===== src/rtl/nfcomc_defs.svh =====
// How it works
// - Bit 7 starts oscillator, regulator, ready
// - Bit 6 enables receive path
// - Bit 5 picks both or one channel
// - Bit 4 picks automatic or manual selection
// - Bit 3 transmit; field-on sets, done clears in active peer modes only
// - Bit 2 enters wake-up mode
// - Two-bit field detector code decode
// - Operation control defaults at power-up only
// - Mode bit 7 picks initiator or target
// - Initiator operating-mode code decode
// - Target operating-mode code decode
// - Target top bit runs bit-rate detection with the reserved bit clear
// - Unsupported mode disables transmit and receive
// - Mode bit 2 picks OOK or AM
// - Mode writes need stable crystal
`ifndef NFCOMC_DEFS_SVH
`define NFCOMC_DEFS_SVH
// Register offsets
`define NFCOMC_OPC_ADDR 8'h02
`define NFCOMC_MODE_ADDR 8'h03
`define NFCOMC_STAT_ADDR 8'h10
// Reset values
`define NFCOMC_OPC_RST 8'h00
`define NFCOMC_MODE_RST 8'h08
`define NFCOMC_ZERO8 8'h00
// Operation control fields
`define NFCOMC_OPC_EN 7
`define NFCOMC_OPC_RXEN 6
`define NFCOMC_OPC_RXCHN 5
`define NFCOMC_OPC_RXMAN 4
`define NFCOMC_OPC_TXEN 3
`define NFCOMC_OPC_WU 2
`define NFCOMC_OPC_FD 1:0
`define NFCOMC_OPC_REST 7:2
// Mode definition fields
`define NFCOMC_MODE_TARG 7
`define NFCOMC_MODE_OM 6:3
`define NFCOMC_MODE_AM 2
`define NFCOMC_MODE_AR 1:0
// Operating-mode codes, initiator
`define NFCOMC_OM_ACT 4'h0
`define NFCOMC_OM_A 4'h1
`define NFCOMC_OM_B 4'h2
`define NFCOMC_OM_F 4'h3
`define NFCOMC_OM_T1 4'h4
`define NFCOMC_OM_SUB 4'hE
`define NFCOMC_OM_BPSK 4'hF
// Operating-mode codes, target
`define NFCOMC_TOM_A 4'h1
`define NFCOMC_TOM_F 4'h4
`define NFCOMC_TOM_ACT 4'h7
`define NFCOMC_OM_BRD 3
`define NFCOMC_OM_BRD_F 2
`define NFCOMC_OM_BRD_R 1
`define NFCOMC_OM_BRD_A 0
`endif


===== src/rtl/nfcomc_pkg.sv =====
package nfcomc_pkg;
  // Decoded operating mode
  typedef enum logic [3:0] {
    NFCOMC_M_NONE, NFCOMC_M_ACT_I, NFCOMC_M_A, NFCOMC_M_B, NFCOMC_M_F,
    NFCOMC_M_T1, NFCOMC_M_SUB, NFCOMC_M_BPSK, NFCOMC_M_PT_A,
    NFCOMC_M_PT_F, NFCOMC_M_ACT_T, NFCOMC_M_BRD
  } nfcomc_mode_t;
  // Field detector setting
  typedef enum logic [1:0] {
    NFCOMC_FD_OFF, NFCOMC_FD_CA, NFCOMC_FD_PEER, NFCOMC_FD_AUTO
  } nfcomc_fd_t;
  // Auto-response setting
  typedef enum logic [1:0] {
    NFCOMC_AR_OFF, NFCOMC_AR_ANY, NFCOMC_AR_PEER, NFCOMC_AR_RFU
  } nfcomc_ar_t;
  // Register port request
  typedef struct packed {
    logic [7:0] addr;
    logic [7:0] wdata;
    logic wr;
    logic rd;
  } nfcomc_bus_t;
  // Enables toward the RF paths
  typedef struct packed {
    logic osc_en;
    logic ready;
    logic rx_en;
    logic am_en;
    logic pm_en;
    logic auto_chan;
    logic tx_en;
    logic wakeup;
    nfcomc_fd_t fd_mode;
    logic lp_init;
    logic target;
    nfcomc_mode_t mode;
    logic brd_f;
    logic brd_a;
    logic mod_am;
    nfcomc_ar_t resp;
    logic mode_ok;
  } nfcomc_rf_t;
endpackage


===== src/rtl/nfcomc_top.sv =====
`timescale 1ns/10ps
`default_nettype none
`include "nfcomc_defs.svh"
module nfcomc_top
  import nfcomc_pkg::*;
(
  // Clock and resets
  input wire logic core_clk_i,
  input wire logic resetn_i,
  input wire logic por_n_i,
  // Register port
  input wire nfcomc_bus_t bus_i,
  output logic [7:0] rdata_o,
  // Crystal-stable level from the oscillator
  input wire logic osc_ok_i,
  // Events from the sequencer, same clock
  input wire logic field_on_i,
  input wire logic tx_done_i,
  // Channel choice from receiver configuration, 0 AM, 1 PM
  input wire logic receiver_channel_choice_i,
  // Decoded enables toward the RF paths
  output nfcomc_rf_t rf_o
);

  ////////////////////////////////////////////////////////////////////////
  // Declarations
  logic [7:0] opc_r; // Operation control register
  logic [7:0] mode_r; // Mode definition register
  logic osc_ok_s; // Synchronised crystal-stable flag
  logic wr_opc; // Write to operation control
  logic wr_mode; // Write to mode definition
  logic mode_wr_ok; // Mode write accepted
  logic act_mode; // Active peer mode selected
  logic [7:0] stat_w; // Status read value
  logic [7:0] rdata_nxt; // Read data for next cycle
  nfcomc_rf_t rf_nxt; // Decoded enables, next value
  nfcomc_mode_t mode_dec; // Decoded operating mode
  logic [3:0] om_w; // Operating-mode field of the mode register

  ////////////////////////////////////////////////////////////////////////
  // Helpers

  // Operating-mode decode for either role
  function automatic nfcomc_mode_t decode_mode(
    input logic targ,
    input logic [3:0] om
  );
    nfcomc_mode_t m;
    m = NFCOMC_M_NONE;
    if (!targ)
    begin
      // Initiator codes
      unique case (om)
        `NFCOMC_OM_ACT: m = NFCOMC_M_ACT_I;
        `NFCOMC_OM_A: m = NFCOMC_M_A;
        `NFCOMC_OM_B: m = NFCOMC_M_B;
        `NFCOMC_OM_F: m = NFCOMC_M_F;
        `NFCOMC_OM_T1: m = NFCOMC_M_T1;
        `NFCOMC_OM_SUB: m = NFCOMC_M_SUB;
        `NFCOMC_OM_BPSK: m = NFCOMC_M_BPSK;
        default: m = NFCOMC_M_NONE; // Reserved codes
      endcase
    end
    else if (om[`NFCOMC_OM_BRD])
    begin
      // Bit-rate detection, reserved bit must be clear
      if (!om[`NFCOMC_OM_BRD_R])
        m = NFCOMC_M_BRD;
    end
    else
    begin
      // Target codes below the detection range
      unique case (om)
        `NFCOMC_TOM_A: m = NFCOMC_M_PT_A;
        `NFCOMC_TOM_F: m = NFCOMC_M_PT_F;
        `NFCOMC_TOM_ACT: m = NFCOMC_M_ACT_T;
        default: m = NFCOMC_M_NONE; // Not allowed
      endcase
    end
    return m;
  endfunction

  // Active peer communication in either role
  function automatic logic is_active(input nfcomc_mode_t m);
    return (m == NFCOMC_M_ACT_I) || (m == NFCOMC_M_ACT_T);
  endfunction

  ////////////////////////////////////////////////////////////////////////
  // Crystal-stable flag crossing in from the oscillator
  nfcomc_sync #(
    .W(1)
  ) u_osc_sync (
    .clk_i(core_clk_i),
    .rstn_i(resetn_i),
    .d_i(osc_ok_i),
    .q_o(osc_ok_s)
  );

  ////////////////////////////////////////////////////////////////////////
  // Address decode
  assign wr_opc = bus_i.wr && (bus_i.addr == `NFCOMC_OPC_ADDR);
  assign wr_mode = bus_i.wr && (bus_i.addr == `NFCOMC_MODE_ADDR);
  // Mode register only takes data with a stable crystal
  assign mode_wr_ok = wr_mode && osc_ok_s;
  assign mode_dec = decode_mode(mode_r[`NFCOMC_MODE_TARG],
                                mode_r[`NFCOMC_MODE_OM]);
  assign act_mode = is_active(mode_dec);
  assign om_w = mode_r[`NFCOMC_MODE_OM];

  ////////////////////////////////////////////////////////////////////////
  // Operation control register
  // Cleared by power-up only; a plain reset leaves it alone
  always_ff @(posedge core_clk_i or negedge por_n_i)
  begin
    if (!por_n_i)
      opc_r <= `NFCOMC_OPC_RST;
    else
    begin
      // Software write first, hardware events override
      if (wr_opc)
        opc_r <= bus_i.wdata;
      if (field_on_i)
        opc_r[`NFCOMC_OPC_TXEN] <= 1'b1;
      else if (tx_done_i && act_mode)
        opc_r[`NFCOMC_OPC_TXEN] <= 1'b0;
    end
  end

  ////////////////////////////////////////////////////////////////////////
  // Mode definition register
  always_ff @(posedge core_clk_i or negedge resetn_i)
  begin
    if (!resetn_i)
      mode_r <= `NFCOMC_MODE_RST;
    else if (mode_wr_ok)
      mode_r <= bus_i.wdata;
    // Writes without a stable crystal fall through
  end

  ////////////////////////////////////////////////////////////////////////
  // Decode of both registers into path enables
  always_comb
  begin
    rf_nxt = '0;
    // Oscillator and regulator, ready once the crystal settles
    rf_nxt.osc_en = opc_r[`NFCOMC_OPC_EN];
    rf_nxt.ready = opc_r[`NFCOMC_OPC_EN] && osc_ok_s;
    // Role and operating mode
    rf_nxt.target = mode_r[`NFCOMC_MODE_TARG];
    rf_nxt.mode = mode_dec;
    rf_nxt.mode_ok = (mode_dec != NFCOMC_M_NONE);
    // Detection enables only in bit-rate detection mode
    if (mode_dec == NFCOMC_M_BRD)
    begin
      rf_nxt.brd_f = om_w[`NFCOMC_OM_BRD_F];
      rf_nxt.brd_a = om_w[`NFCOMC_OM_BRD_A];
    end
    // Receive path, dropped on an unsupported mode
    rf_nxt.rx_en = opc_r[`NFCOMC_OPC_RXEN] && rf_nxt.mode_ok;
    if (rf_nxt.rx_en)
    begin
      if (opc_r[`NFCOMC_OPC_RXCHN])
      begin
        // One channel, picked by the receiver setting
        rf_nxt.am_en = !receiver_channel_choice_i;
        rf_nxt.pm_en = receiver_channel_choice_i;
      end
      else
      begin
        // Both channels, automatic or manual summation
        rf_nxt.am_en = 1'b1;
        rf_nxt.pm_en = 1'b1;
        rf_nxt.auto_chan = !opc_r[`NFCOMC_OPC_RXMAN];
      end
    end
    // Transmit, dropped on an unsupported mode
    rf_nxt.tx_en = opc_r[`NFCOMC_OPC_TXEN] && rf_nxt.mode_ok;
    rf_nxt.wakeup = opc_r[`NFCOMC_OPC_WU];
    rf_nxt.fd_mode = nfcomc_fd_t'(opc_r[`NFCOMC_OPC_FD]);
    // Detector alone on selects the low-power initial state
    rf_nxt.lp_init = (opc_r[`NFCOMC_OPC_FD] != 2'h0) &&
                     (opc_r[`NFCOMC_OPC_REST] == 6'h00);
    rf_nxt.mod_am = mode_r[`NFCOMC_MODE_AM];
    rf_nxt.resp = nfcomc_ar_t'(mode_r[`NFCOMC_MODE_AR]);
  end

  // Registered enables
  always_ff @(posedge core_clk_i or negedge resetn_i)
  begin
    if (!resetn_i)
      rf_o <= '0;
    else
      rf_o <= rf_nxt;
  end

  ////////////////////////////////////////////////////////////////////////
  // Read path
  assign stat_w = {5'h00, rf_nxt.lp_init, rf_nxt.mode_ok, osc_ok_s};

  // Read mux, unmapped addresses give zero
  always_comb
  begin
    rdata_nxt = `NFCOMC_ZERO8;
    if (bus_i.rd)
    begin
      unique case (bus_i.addr)
        `NFCOMC_OPC_ADDR: rdata_nxt = opc_r;
        `NFCOMC_MODE_ADDR: rdata_nxt = mode_r;
        `NFCOMC_STAT_ADDR: rdata_nxt = stat_w;
        default: rdata_nxt = `NFCOMC_ZERO8;
      endcase
    end
  end

  // Read data stands one cycle after the strobe only
  always_ff @(posedge core_clk_i or negedge resetn_i)
  begin
    if (!resetn_i)
      rdata_o <= `NFCOMC_ZERO8;
    else
      rdata_o <= rdata_nxt;
  end
endmodule // nfcomc_top
`default_nettype wire


===== src/rtl/nfcomc_sync.sv =====
`timescale 1ns/10ps
`default_nettype none
module nfcomc_sync
#(
  parameter int W = 1
)
(
  // Clock and reset
  input wire logic clk_i,
  input wire logic rstn_i,
  // Asynchronous level in, filtered level out
  input wire logic [W-1:0] d_i,
  output logic [W-1:0] q_o
);
  logic [W-1:0] s1_r; // First stage, read by s2_r only
  logic [W-1:0] s2_r; // Second stage
  logic [W-1:0] s3_r; // Third stage

  //////////////////////////////////////////////////////////////////////
  // Three-stage chain
  always_ff @(posedge clk_i or negedge rstn_i)
  begin
    if (!rstn_i)
    begin
      s1_r <= '0;
      s2_r <= '0;
      s3_r <= '0;
    end
    else
    begin
      s1_r <= d_i;
      s2_r <= s1_r;
      s3_r <= s2_r;
    end
  end

  // Output follows only when stages two and three agree
  always_ff @(posedge clk_i or negedge rstn_i)
  begin
    if (!rstn_i)
      q_o <= '0;
    else
    begin
      for (int i = 0; i < W; i++)
      begin
        if (s2_r[i] == s3_r[i])
          q_o[i] <= s3_r[i];
      end
    end
  end
endmodule // nfcomc_sync
`default_nettype wire


===== config.mk =====
export PLATFORM = sky130hd
export DESIGN_NAME = nfcomc_top
export DESIGN_NICKNAME = d
export VERILOG_FILES = /design/src/rtl/nfcomc_pkg.sv /design/src/rtl/nfcomc_top.sv /design/src/rtl/nfcomc_sync.sv
export VERILOG_INCLUDE_DIRS = /design/src /design/src/rtl
export SDC_FILE = /design/constraint.sdc
export NUM_CORES = 1
export LEC_CHECK = 0
export ABC_AREA = 1
export ABC_CLOCK_PERIOD_IN_PS = 2300
export BUFFER_PORTS_ARGS = -buffer_cell sky130_fd_sc_hd__buf_2
export CORE_MARGIN = 2
export CORE_UTILIZATION = 50
export CTS_BUF_LIST = sky130_fd_sc_hd__clkbuf_2
export CTS_CLUSTER_DIAMETER = 60
export DETAILED_ROUTE_END_ITERATION = 10
export HOLD_SLACK_MARGIN = 0.03
export PLACE_DENSITY = 0.8
export SYNTH_ARGS = -nofsm -noshare
export SYNTH_HDL_FRONTEND = slang
export SYNTH_SLANG_ARGS = --single-unit

===== constraint.sdc =====
create_clock -name core_clk_i -period 2.3 [get_ports core_clk_i]
set_clock_uncertainty 0.2 [all_clocks]
set_input_delay 0.115 -clock core_clk_i [delete_from_list [all_inputs] [get_ports core_clk_i]]
set_output_delay 0.115 -clock core_clk_i [all_outputs]
set_load 0.01 [all_outputs]

**Yosys cells after proc, flatten, opt, wreduce, memory -nomap -nowiden**

Cells that the tools add are included.

- Flip-flop bits (word level): 50
- Input port bits: 25
- Output and inout bits: 30
- Logic and storage cells: 69

- Equality and inequality tests: 14
- Multiplexer cells: 14
- Reductions and logical operators: 16

Operator list:

| cell | number |
|---|---|
| $pmux 8 s3 | 1 |
| $pmux 3 s7 | 1 |
| $eq 4x4->1 const B | 4 |
| $eq 8x2->1 const B | 2 |
| $mux 4 | 4 |
| $pmux 4 s3 | 1 |
| $eq 4x1->1 const B | 2 |
| $eq 4x2->1 const B | 2 |
| $eq 4x3->1 const B | 2 |
| $eq 8x5->1 const B | 1 |
| $logic_and 1x1->1 | 8 |
| $mux 8 | 1 |
| $logic_not 6->1 | 1 |
| $logic_not 4->1 | 1 |
| $mux 2 | 2 |
| $reduce_bool 4->1 | 1 |
| $mux 1 | 3 |
| $mux 3 | 1 |
| $reduce_bool 3->1 | 1 |
| $logic_not 1->1 | 2 |
| $reduce_bool 2->1 | 1 |
| $eq 1x1->1 | 1 |
| $logic_or 1x1->1 | 1 |

**Longest topological paths before layout**

Gate-level depths: netlist (run 1).

- Word-level depth: 9
- Depth in mapped cells: 12
- Mapped depth without buffers: 11

**Hierarchy**

From an unflattened synthesis (run 1), not the netlist that was laid out.

- Cell total of the unflattened synthesis: 233
- Area, all modules: 2,095.8 um^2

By module, submodules not included:

| module | instances | cells each | area an instance (um^2) | seq. area each (um^2) |
|---|---|---|---|---|
| nfcomc_top | 1 | 225 | 1,979.4 | 1,152.4 |
| nfcomc_sync | 1 | 8 | 116.4 | 100.1 |

**Worst setup path before layout (run 1)**

No wires, ideal clock.

- Path kind: reg2reg
- Start: register mode_r[3]
- End: register rf_o[17] (netlist bit)
- Setup time: 0.125 ns
- Arrival: 1.259 ns
- Data required time: 1.975 ns
- Slack: 0.716 ns
- Cell stages (with the launch flop): 10
- Buffers on the path: 0
- Period minus slack after synthesis: 1.584 ns
- Cell sequence: dfstp_2 nor2_2 nand2_2 nand2_1 nor2_4 nor2_8 nor2_4 nand2_4 nand2_2 a21oi_1

RTL lines:

| item | line | RTL |
|---|---|---|
| start, declared | nfcomc_top.sv:28 | `logic [7:0] mode_r;` |
| start signal, assigned | nfcomc_top.sv:134 | `` mode_r <= `NFCOMC_MODE_RST; `` |
| start signal, assigned | nfcomc_top.sv:136 | `mode_r <= bus_i.wdata;` |
| end signal, assigned | nfcomc_top.sv:193 | `rf_o <= rf_nxt;` |
| end, declared | nfcomc_top.sv:22 | `output nfcomc_rf_t rf_o` |

**Final worst setup path (run 1)**

- Start: register mode_r[3]
- End: register opc_r[3]

- Longest elaborated chain between the ends: 9
- Elaborated cells on any way between the ends: 19
- Classes of those cells: 9 x eq/ne; 6 x mux; 4 x reduce/logical

RTL lines:

| item | line | RTL |
|---|---|---|
| $eq 4x3->1, or another cell as far along | nfcomc_top.sv:73 | `unique case (om)` |
| $pmux 4 s3 | nfcomc_top.sv:73 |  |
| $mux 4 | nfcomc_top.sv:64 | `` else if (om[`NFCOMC_OM_BRD]) `` |
| $mux 4 * | nfcomc_top.sv:50 | `if (!targ)` |
| named net mode_dec[0] | nfcomc_top.sv:37 | `nfcomc_mode_t mode_dec;` |
| $eq 4x1->1 / $eq 4x4->1 (equally long branches) | nfcomc_top.sv:85 | `return (m == NFCOMC_M_ACT_I) \|\| (m == NFCOMC_M_ACT_T);` |
| $logic_or 1x1->1 * | nfcomc_top.sv:85 |  |
| $logic_and 1x1->1 * | nfcomc_top.sv:124 | `else if (tx_done_i && act_mode)` |
| $mux 1 | nfcomc_top.sv:124 |  |
| $mux 1 | nfcomc_top.sv:122 | `if (field_on_i)` |
| end signal, assigned | nfcomc_top.sv:116 | `` opc_r <= `NFCOMC_OPC_RST; `` |
| end signal, assigned | nfcomc_top.sv:121 | `opc_r <= bus_i.wdata;` |
| end, declared | nfcomc_top.sv:27 | `logic [7:0] opc_r;` |

Mark *: on every way through the listed nets, which the timed path passes. The rest lies on a longest branch.
A chain may end at the register's enable or synchronous reset.

==> run metrics, run 1 <==
status=finished clean; Routed WL=4950 µm; routed vias/inst=4.90; routed length per instance=approximately 13 µm; RR Startpoint=mode_r[3]; Die Area=4830 µm²; Placer Congestion=slightly above 0.8; yosys synthesis warning count=0; # rows=23; Die X=around 69 µm; Max Slew Vio Count=0; post-synthesis cell type count=26; grt total ovfl=0; Area growth syn-to-layout=32.8%; number of global-route vias before repair=1689; Critical path destination=opc_r[3]; share of total power in sequential cells=between 50% and 60%; cts bufs inserted=5; first-pass GRT wire length=7960 µm; R2R setup slack=0.07 ns; most frequent cells in the layout=nand2_1 (69), buf_2 (54), dfrtp_1 (47), inv_1 (31), dlygate4sd3_1 (28); DR iter-0 viols=153; hold slack=0.0879 ns; Initial Util=52.9%; largest family of logic cells by synthesized area=simple AND/OR/NAND/NOR gates; depth of the CTS H-tree=2; # DRC=0; synthesized area=2140 µm²; Avg Cell Area, Syn=9.05 µm²; worst vdd ir=~0.00043 V; placeable core area=between 4000 and 5000 µm²; clk buf depth=2; Mapped Cells=237; #FFs+latches synth=50; arrival time worst endpoint=2.39 ns; xor/xnor cell area share of the yosys netlist=0%; vias=1852; Final Hold Fails=0; Min-Delay Path Class=input pin to async pin; nets@finish=352; P per Cell Area=556 nW/µm²; Achievable Freq=449 MHz; Root Driver=clkbuf_2; Clk pwr share=a little under 30%; Final Non-Filler Cells=378; simple-gate share of the synthesized area=approximately a quarter; Sw Ratio=25.5%; Synth Area in Adders=0.467%; reported max-cap violation count=0; remaining antenna violation count=0; Critical Path Fanout Max=6; Slew headroom=between 40 and 50%; fin util=between 70 and 80%; number of port buffers=between 50 and 60; CTS sink cnt=50; Gate power share=11.2%; CTS tree=yes; CP Capture Type=flop; Final Power=1.58 mW; Worst Reg-to-Reg Cells=10; I/O pin cnt=55; fin crit period=2.23 ns; largest net degree at the start of global routing=43; Setup-failing EPs final=0; Synth Area in Compound Gates=8.28%; RR Endpoint=opc_r[3]; slew at the pin with the worst max-slew slack=0.885 ns; DP HPWL=3120 µm; Worst Setup SP=mode_r[3]; Leak=roughly 1.6 nW; share of post-route cells with drive strength above 1=31.7%; Die Ht=69.5 µm; final worst slack=0.0733 ns; P_sw=0.404 mW; Worst-path clk slew=0.25 ns; most common cell after layout, fill and taps aside=nand2_1; Worst Path Class, Setup=flop to flop; initial antenna violation count=0; pre-CTS WS=0.568 ns; Startpoint Class=flop; RSZ-0062 raised after global routing=true; Total Routing Usage GR=20.9%; Critical Path RT=2.46 ns; sequential-to-total area share from yosys stat=58.4%; Placed Instances=336; Clk Latency, worst-skew pair=between 0.4 and 0.5 ns; syn nets=262; period utilisation layout=a little over nine tenths; drt first pass iters=4; antenna cells=0; Internal=about 1.2 mW; multiplexer share of the synthesized area=0%
==> synthesized netlist by cell type (all sizes together) <==
cell type	number	area [µm²]
inv	37	139
a21boi	1	7.51
maj3	1	10.0
nor3	1	5.00
nand2	77	312
nor2	22	129
a21oi	11	55.1
nand4	1	6.26
dfrtp	49	1230
or2	1	6.26
nand3	12	65.1
o21ai	17	115
buf	5	38.8
clkbuf	1	3.75
dfstp	1	26.3
==> sequential cells by signal, summed over array words and instances, names as in the netlist <==
| register | cells |
|---|---|
| mode_r | 8 |
| opc_r | 8 |
| rdata_o | 8 |
| rf_o | 22 |
| u_osc_sync.q_o | 1 |
| u_osc_sync.s1_r | 1 |
| u_osc_sync.s2_r | 1 |
| u_osc_sync.s3_r | 1 |
==> cells by family after synthesis <==
logic type | Yosys count
AO/OA/AOI/OAI | 29
AND/OR/NAND/NOR | 114
adder cells (fa/ha/maj) | 1
flip-flops | 50
buffers and inverters | 43
==> timing repair <==
action / 4_1_cts / 5_1_grt
hold buffers: 29 / 0
buffers inserted: 0 / 5
gates resized for setup: 0 / 5
endpoints found under the hold margin: 77 / 0
endpoints found under the setup margin: 0 / 11
==> power groups by stage <==
stage / sequential, mW / clock, mW / combinational, mW
after CTS: 0.936 / 0.477 / 0.172
after detailed placement: 0.951 / 0 / 0.141
after global placement: 0.950 / 0 / 0.137
after global routing: 0.941 / 0.519 / 0.198
after floorplan: 0.952 / 0 / 0.0681
final: 0.937 / 0.470 / 0.177
==> worst max-delay path, cell delays in order, from the launching register on <==
cell           delay (ns)
dfstp_2              0.66
nor2_2               0.07
nand2_2              0.11
nand3_1              0.08
nand2_1              0.07
nand2_2              0.07
a21boi_0             0.15
nand2_1              0.08
nand2_1              0.06
nand2_1              0.04
dlygate4sd3_1        0.54
==> metrics by stage <==
step / setup TNS (ns) / instance area [µm²]
2_1_floorplan: 0 / 2140
3_3_place_gp: 0 / 2440
3_5_place_dp: 0 / 2440
4_1_cts: 0 / 2800
5_1_grt: -0.0801 / 2850
6_report: 0 / 2850
==> routing by layer <==
layer	vias up	wire length [µm]	track usage, %
met4	0	107	7.63
li1	905	-	-
met1	848	2050	27.9
met2	90	2430	33.8
met3	9	367	4.65
met5	-	0	0
==> layout make-up <==
cell class / count / area, µm²
repair inverters: 1 / 5.00
repair buffers: 88 / 596
fillers: 308 / 1210
well taps: 50 / 62.6
multi-input cells: 144 / 723
clock inverters: 3 / 43.8
inverters: 37 / 139
flip-flops and latches: 50 / 1250
clock buffers: 5 / 25.0
==> how the worst min path moves through the flow <==
stage / startpoint / end / cells past startpoint
after floorplan: resetn_i / mode_r[0] / 0
after global placement: por_n_i / opc_r[1] / 1
after detailed placement: por_n_i / opc_r[6] / 1
after CTS: osc_ok_i / u_osc_sync.s1_r / 2
after global routing: osc_ok_i / u_osc_sync.s1_r / 2
final: resetn_i / rf_o[10] / 2
Note: power is estimated with default switching activity, not from simulation.
==> inputs of run 2 (changes only) <==
--- a/config.mk
+++ b/config.mk
@@ -9,7 +9,7 @@
 export ABC_AREA = 1
 export ABC_CLOCK_PERIOD_IN_PS = 2300
 export BUFFER_PORTS_ARGS = -buffer_cell sky130_fd_sc_hd__buf_2
-export CORE_MARGIN = 2
+export CORE_MARGIN = 8
 export CORE_UTILIZATION = 50
 export CTS_BUF_LIST = sky130_fd_sc_hd__clkbuf_2
 export CTS_CLUSTER_DIAMETER = 60
==> run 2 against run 1 <==
Effect of this change:
- the flow now finishes with violations (setup timing)
- hold slack improved by 0.0055 ns
- flip-flop and latch count is the same
- utilization shrank 1.6 points
- critical path type is now input pin to flop
- via count up 1.7%
- routed wire length rose by 8.5%
- largest cell class unchanged
- die area is 38% higher
- count of clock-buffer cells in the layout stayed put
- first-iteration DRC count grew 11%
- final area up 2.0%
- global-route usage fell by 4.7 points
- critical path depth stayed put
- combinational power rose by 7%
==> run metrics, run 2 (synthesis results as in run 1) <==
I/O pin cnt=55 (unchanged); P_sw=0.412 mW (+2.1%); DR iter-0 viols=170 (+11%); DP HPWL=3460 µm (+11%); grt total ovfl=0 (unchanged); Leak=1.66 nW (+3.2%); crit-path cells=dlygate4sd3_1, buf_2, nor2_1, nand4_1, inv_2, dlygate4sd3_1, nand2_1, nand2_1, inv_1, a21oi_1; RR Endpoint=rdata_o[2]; Critical Path RT=2.47 ns (about the same); Sw Ratio=25.8% (+0.27 points); Area growth syn-to-layout=35.5%; Hold Startpoint=osc_ok_i; most frequent cells in the layout=nand2_1 (67), buf_2 (54), dfrtp_1 (48), dlygate4sd3_1 (33), inv_1 (30); routed vias/inst=4.92 (+0.35%); number of global-route vias before repair=1839 (+8.9%); Register Area=1250 µm² (about the same); Achievable Freq=432 MHz (-3.9%); # DRC=0 (unchanged); Total Routing Usage GR=16.2% (-4.7 points); CTS sink cnt=50 (unchanged); fin crit period=2.32 ns (+0.0901 ns); final worst slack=-0.0167 ns (-0.0901 ns); Initial Util=50.7% (-2.2 points); Internal=1.19 mW (+0.60%); Startpoint Class=input pin; worst vdd ir=0.000296 V (-31%); # rows=24 (+4.3%); RR Startpoint=opc_r[5]; Min-Delay Path Class=input pin to flop; Max stage delay on crit path=0.70 ns (+0.04 ns); Clk Latency, worst-skew pair=0.44 ns (about the same); Die X=81.5 µm (+17%); status=finished with violations; largest net degree at the start of global routing=43 (unchanged); CP Capture Type=flop; hold path cells=2; Critical Path Fanout Max=6 (unchanged); share of post-route cells with drive strength above 1=32.0% (+0.32 points); drt first pass iters=4 (unchanged); share of total power in sequential cells=58.6% (-0.6 points); Slew headroom=40.3% (-0.77 points); slew at the pin with the worst max-slew slack=0.896 ns (+0.0115 ns); Worst Reg-to-Reg Cells=7 (-3); Die Ht=81.5 µm (+17%); failing checks=setup timing; Setup-failing EPs final=1 (+1); R2R setup slack=0.15 ns (+0.08 ns); slowest cell on the critical path=dlygate4sd3_1; Clk pwr share=29.6% (about the same); number of port buffers=54 (unchanged); most common cell after layout, fill and taps aside=nand2_1; Gate power share=11.8% (+0.6 points); first-pass GRT wire length=8320 µm (+4.5%); Cell Area, Placed=2440 µm² (+0.10%); pre-CTS WS=0.572 ns (+0.00419 ns); remaining antenna violation count=0 (unchanged); clk buf depth=2 (unchanged); Die Area=6640 µm² (+38%); initial antenna violation count=0 (unchanged); cts bufs inserted=5 (unchanged); placeable core area=4230 µm² (+4.3%); area of the multi-input gates=741 µm² (+2.4%); Worst Path Class, Setup=input pin to flop; arrival time worst endpoint=2.49 ns (+0.10 ns); Final Hold Fails=0 (unchanged); Max Slew Vio Count=0 (unchanged); Placer Congestion=0.802 (-3.1%); vias=1883 (+1.7%); Final Non-Filler Cells=383 (+1.3%); Placed Instances=338 (+0.60%); Final Power=1.60 mW (+0.97%); final instance area=2910 µm² (+2.0%); Routed WL=5380 µm (+8.5%); routed length per instance=14.0 µm (+7.1%); period utilisation layout=101% (+3.9 points); CTS tree=yes; nets@finish=355 (+0.85%); Hold Path Sink=u_osc_sync.s1_r; Root Driver=clkbuf_2; Largest Register=rf_o; depth of the CTS H-tree=2 (unchanged); hold slack=0.0934 ns (+0.00553 ns); Fill cells=312 (+1.3%); max FFs per register=22 (unchanged); P per Cell Area=550 nW/µm² (-0.99%); Worst-path clk slew=0.24 ns (about the same); reported max-cap violation count=0 (unchanged); antenna cells=0 (unchanged)
-- run 2: layout make-up --
type                    instances  area share (%)
clock inverters                 3            1.51
multi-input cells             144            25.5
flip-flops and latches         50            43.2
well taps                      52            2.24
repair buffers                 92            22.0
clock buffers                   5           0.861
inverters                      37            4.78
-- run 2: worst max path at each step --
stage              start         end  slack [ns]
6_report       bus_i[12]  rdata_o[1]       -0.02
3_3_place_gp   mode_r[3]    rf_o[17]        0.64
3_5_place_dp   mode_r[3]    rf_o[17]        0.57
4_1_cts        mode_r[3]    opc_r[3]        0.01
5_1_grt        bus_i[12]  rdata_o[1]       -0.03
2_1_floorplan  mode_r[3]    rf_o[17]        0.72
-- run 2: worst max-delay path, delay by kind of cell --
family                 cells  cell delay, ns
AOI/OAI and AO/OA          1            0.17
buffers and inverters      5            1.56
and+or+nand+nor            4            0.65
-- run 2: power by group through the flow --
stage          registers [mW]  logic [mW]  clock network (mW)
6_report                0.937       0.189               0.473
5_1_grt                 0.942       0.210               0.518
4_1_cts                 0.936       0.175               0.479
3_5_place_dp            0.951       0.142                   0
3_3_place_gp            0.950       0.138                   0
2_1_floorplan           0.952      0.0681                   0
-- run 2: metal layers --
| layer | share of wire, % | vias up | GRT usage, % |
|---|---|---|---|
| met5 | 0 | - | 0 |
| met4 | 4.1 | 0 | 6.07 |
| met3 | 8.4 | 22 | 4.49 |
| met2 | 48 | 93 | 27.4 |
| met1 | 39 | 860 | 19.2 |
| li1 | - | 908 | - |
-- run 2: through the flow --
| stage | utilization (%) | TNS, ns |
|---|---|---|
| after global placement | 57.7 | 0 |
| after floorplan | - | 0 |
| final | 68.6 | -0.0167 |
| after CTS | 67.2 | 0 |
| after global routing | 68.6 | -0.0330 |
| after detailed placement | 57.7 | 0 |
-- run 2: repair_timing --
action	in CTS	in global routing
hold buffers	33	1
resized for setup	0	10
hold endpoints to repair	77	1
endpoints found under the setup margin	0	6
buffers inserted	0	4
==> inputs of run 3 (changes only) <==
--- a/config.mk
+++ b/config.mk
@@ -10,12 +10,13 @@
 export ABC_CLOCK_PERIOD_IN_PS = 2300
 export BUFFER_PORTS_ARGS = -buffer_cell sky130_fd_sc_hd__buf_2
 export CORE_MARGIN = 8
-export CORE_UTILIZATION = 50
+export CORE_UTILIZATION = 54
 export CTS_BUF_LIST = sky130_fd_sc_hd__clkbuf_2
 export CTS_CLUSTER_DIAMETER = 60
 export DETAILED_ROUTE_END_ITERATION = 10
 export HOLD_SLACK_MARGIN = 0.03
-export PLACE_DENSITY = 0.8
+export PLACE_DENSITY = 0.85
+export REMOVE_ABC_BUFFERS = 1
 export SYNTH_ARGS = -nofsm -noshare
 export SYNTH_HDL_FRONTEND = slang
 export SYNTH_SLANG_ARGS = --single-unit
==> run 3 against run 2 <==
Effect of this change:
- the run now ends clean
- flip-flop and latch count unchanged
- utilization increased by 5.0 points
- final cell count decreased by 1.0%
- maximum frequency increased by 8.5%
- largest power group unchanged
==> run metrics, run 3 (synthesis results as in run 1) <==
status=finished clean; I/O pin cnt=55 (unchanged); R2R setup slack=0.17 ns (+0.02 ns); antenna cells=0 (unchanged); remaining antenna violation count=0 (unchanged); most frequent cells in the layout=nand2_1 (69), buf_2 (54), dfrtp_1 (49), dlygate4sd3_1 (31), inv_1 (30); Die X=79.0 µm (-3.0%); first-pass GRT wire length=8880 µm (+6.7%); Max Slew Vio Count=0 (unchanged); worst vdd ir=0.000331 V (+12%); Leak=1.68 nW (+0.88%); vias=1923 (+2.1%); final worst slack=0.165 ns (+0.182 ns); # rows=23 (-4.2%); max FFs per register=22 (unchanged); Fill cells=283 (-9.3%); routed length per instance=14.8 µm (+5.3%); Largest Register=rf_o; reported max-cap violation count=0 (unchanged); Initial Util=54.8% (+4.1 points); CP Buf/Inv Count=5 (unchanged); period utilisation layout=92.8% (-7.9 points); most common cell after layout, fill and taps aside=nand2_1; crit-path cells=dlygate4sd3_1, buf_2, nor2_1, nand4_1, inv_2, dlygate4sd3_1, nand2_1, nand2_1, inv_1, a21oi_1; P per Cell Area=555 nW/µm² (+0.95%); Achievable Freq=468 MHz (+8.5%); placeable core area=3910 µm² (-7.6%); CP Capture Type=flop; routed vias/inst=5.07 (+3.2%); Root Driver=clkbuf_2; fin crit period=2.13 ns (-0.182 ns); Setup TNS=0 ns (+0.0167 ns); depth of the CTS H-tree=2 (unchanged); Final Hold Fails=0 (unchanged); pre-CTS WS=0.572 ns (-0.0000300 ns); Startpoint Class=input pin; DR iter-0 viols=201 (+18%); CTS sink cnt=50 (unchanged); clk buf depth=2 (unchanged); RSZ-0062 raised after global routing=false; Slew headroom=40.7% (+0.45 points); Critical Path RT=2.49 ns (+0.02 ns); Placer Congestion=0.869 (+8.2%); Min-Delay Path Class=input pin to flop; Worst-path clk slew=0.27 ns (+0.03 ns); cts bufs inserted=5 (unchanged); Area growth syn-to-layout=34.4%; drt first pass iters=4 (unchanged); Worst Path Class, Setup=input pin to flop; arrival time worst endpoint=2.33 ns (-0.16 ns); DP HPWL=3570 µm (+3.2%); Total Routing Usage GR=17.8% (+1.5 points); slew at the pin with the worst max-slew slack=0.889 ns (-0.00673 ns); Register Area=1250 µm² (about the same); Max stage delay on crit path=0.70 ns (about the same); grt total ovfl=0 (unchanged); slowest cell on the critical path=dlygate4sd3_1; Clk Latency, worst-skew pair=0.44 ns (about the same); Die Ht=79.0 µm (-3.0%); Critical Path Fanout Max=6 (unchanged); number of port buffers=54 (unchanged); fin util=73.6% (+5.0 points); number of global-route vias before repair=2030 (+10%); nets@finish=353 (-0.56%); Die Area=6240 µm² (-6.0%); cell family with most CP delay=buffers and inverters; area of the multi-input gates=731 µm² (-1.4%); initial antenna violation count=0 (unchanged); Routed WL=5600 µm (+4.2%); CTS tree=yes; Setup-failing EPs final=0 (-1); share of post-route cells with drive strength above 1=30.4% (-1.6 points); largest net degree at the start of global routing=43 (unchanged); # DRC=0 (unchanged)
run 3: power breakdown:
group | internal (mW) | total [mW] | switching [mW]
clock network | 0.186 | 0.479 | 0.293
logic | 0.0832 | 0.183 | 0.0998
registers | 0.913 | 0.938 | 0.0258
total | 1.18 | 1.60 | 0.419
run 3: per-stage QoR:
step / power [mW] / instances / hold WS, ns / instance area [µm²]
after detailed placement: 1.09 / 336 / -0.227 / 2440
final: 1.60 / 379 / 0.0287 / 2880
after global placement: 1.09 / 336 / -0.223 / 2440
after CTS: 1.59 / 377 / 0.0618 / 2840
after global routing: 1.66 / 379 / 0.0352 / 2880
after floorplan: 1.02 / 231 / -0.381 / 2100
run 3: per-layer routing:
layer | global-route usage (%) | vias to the layer above | share of wire [%]
met5 | 0 | - | 0
li1 | - | 901 | -
met3 | 4.29 | 24 | 9.2
met2 | 31.2 | 106 | 51
met1 | 19.0 | 892 | 36
met4 | 10.2 | 0 | 3.5
run 3: timing repair:
item                                    CTS  global route
gates resized for setup                   0             8
hold buffers                             33             1
buffers inserted                          0             2
endpoints found under the setup margin    0            11
hold endpoints to repair                 77             7
run 3: final timing paths:
check,cells after the start,start,endpoint
setup reg to reg,7,opc_r[5],rdata_o[2]
min in group asynchronous,2,resetn_i,rdata_o[1]
max in group asynchronous,3,por_n_i,opc_r[1]
hold reg to reg,0,u_osc_sync.s1_r,u_osc_sync.s2_r
setup / recovery,10,bus_i[13],rdata_o[1]
hold / removal,6,tx_done_i,opc_r[3]
run 3: cell type report:
type,instances,share of cell area (%)
Clock buffer,5,0.868
Timing Repair Buffer,90,21.8
Sequential cell,50,43.5
Tap cell,50,2.17
Clock inverter,3,1.52
Inverter,37,4.82
Multi-Input combinational cell,144,25.4
run 3: worst min-delay path, cell delays in order:
cell and delay, ns:
buf_2 0.10, a21boi_1 0.11, nand2_1 0.06, nand2_1 0.04, nand2_1 0.04, dlymetal6s4s_1 0.17
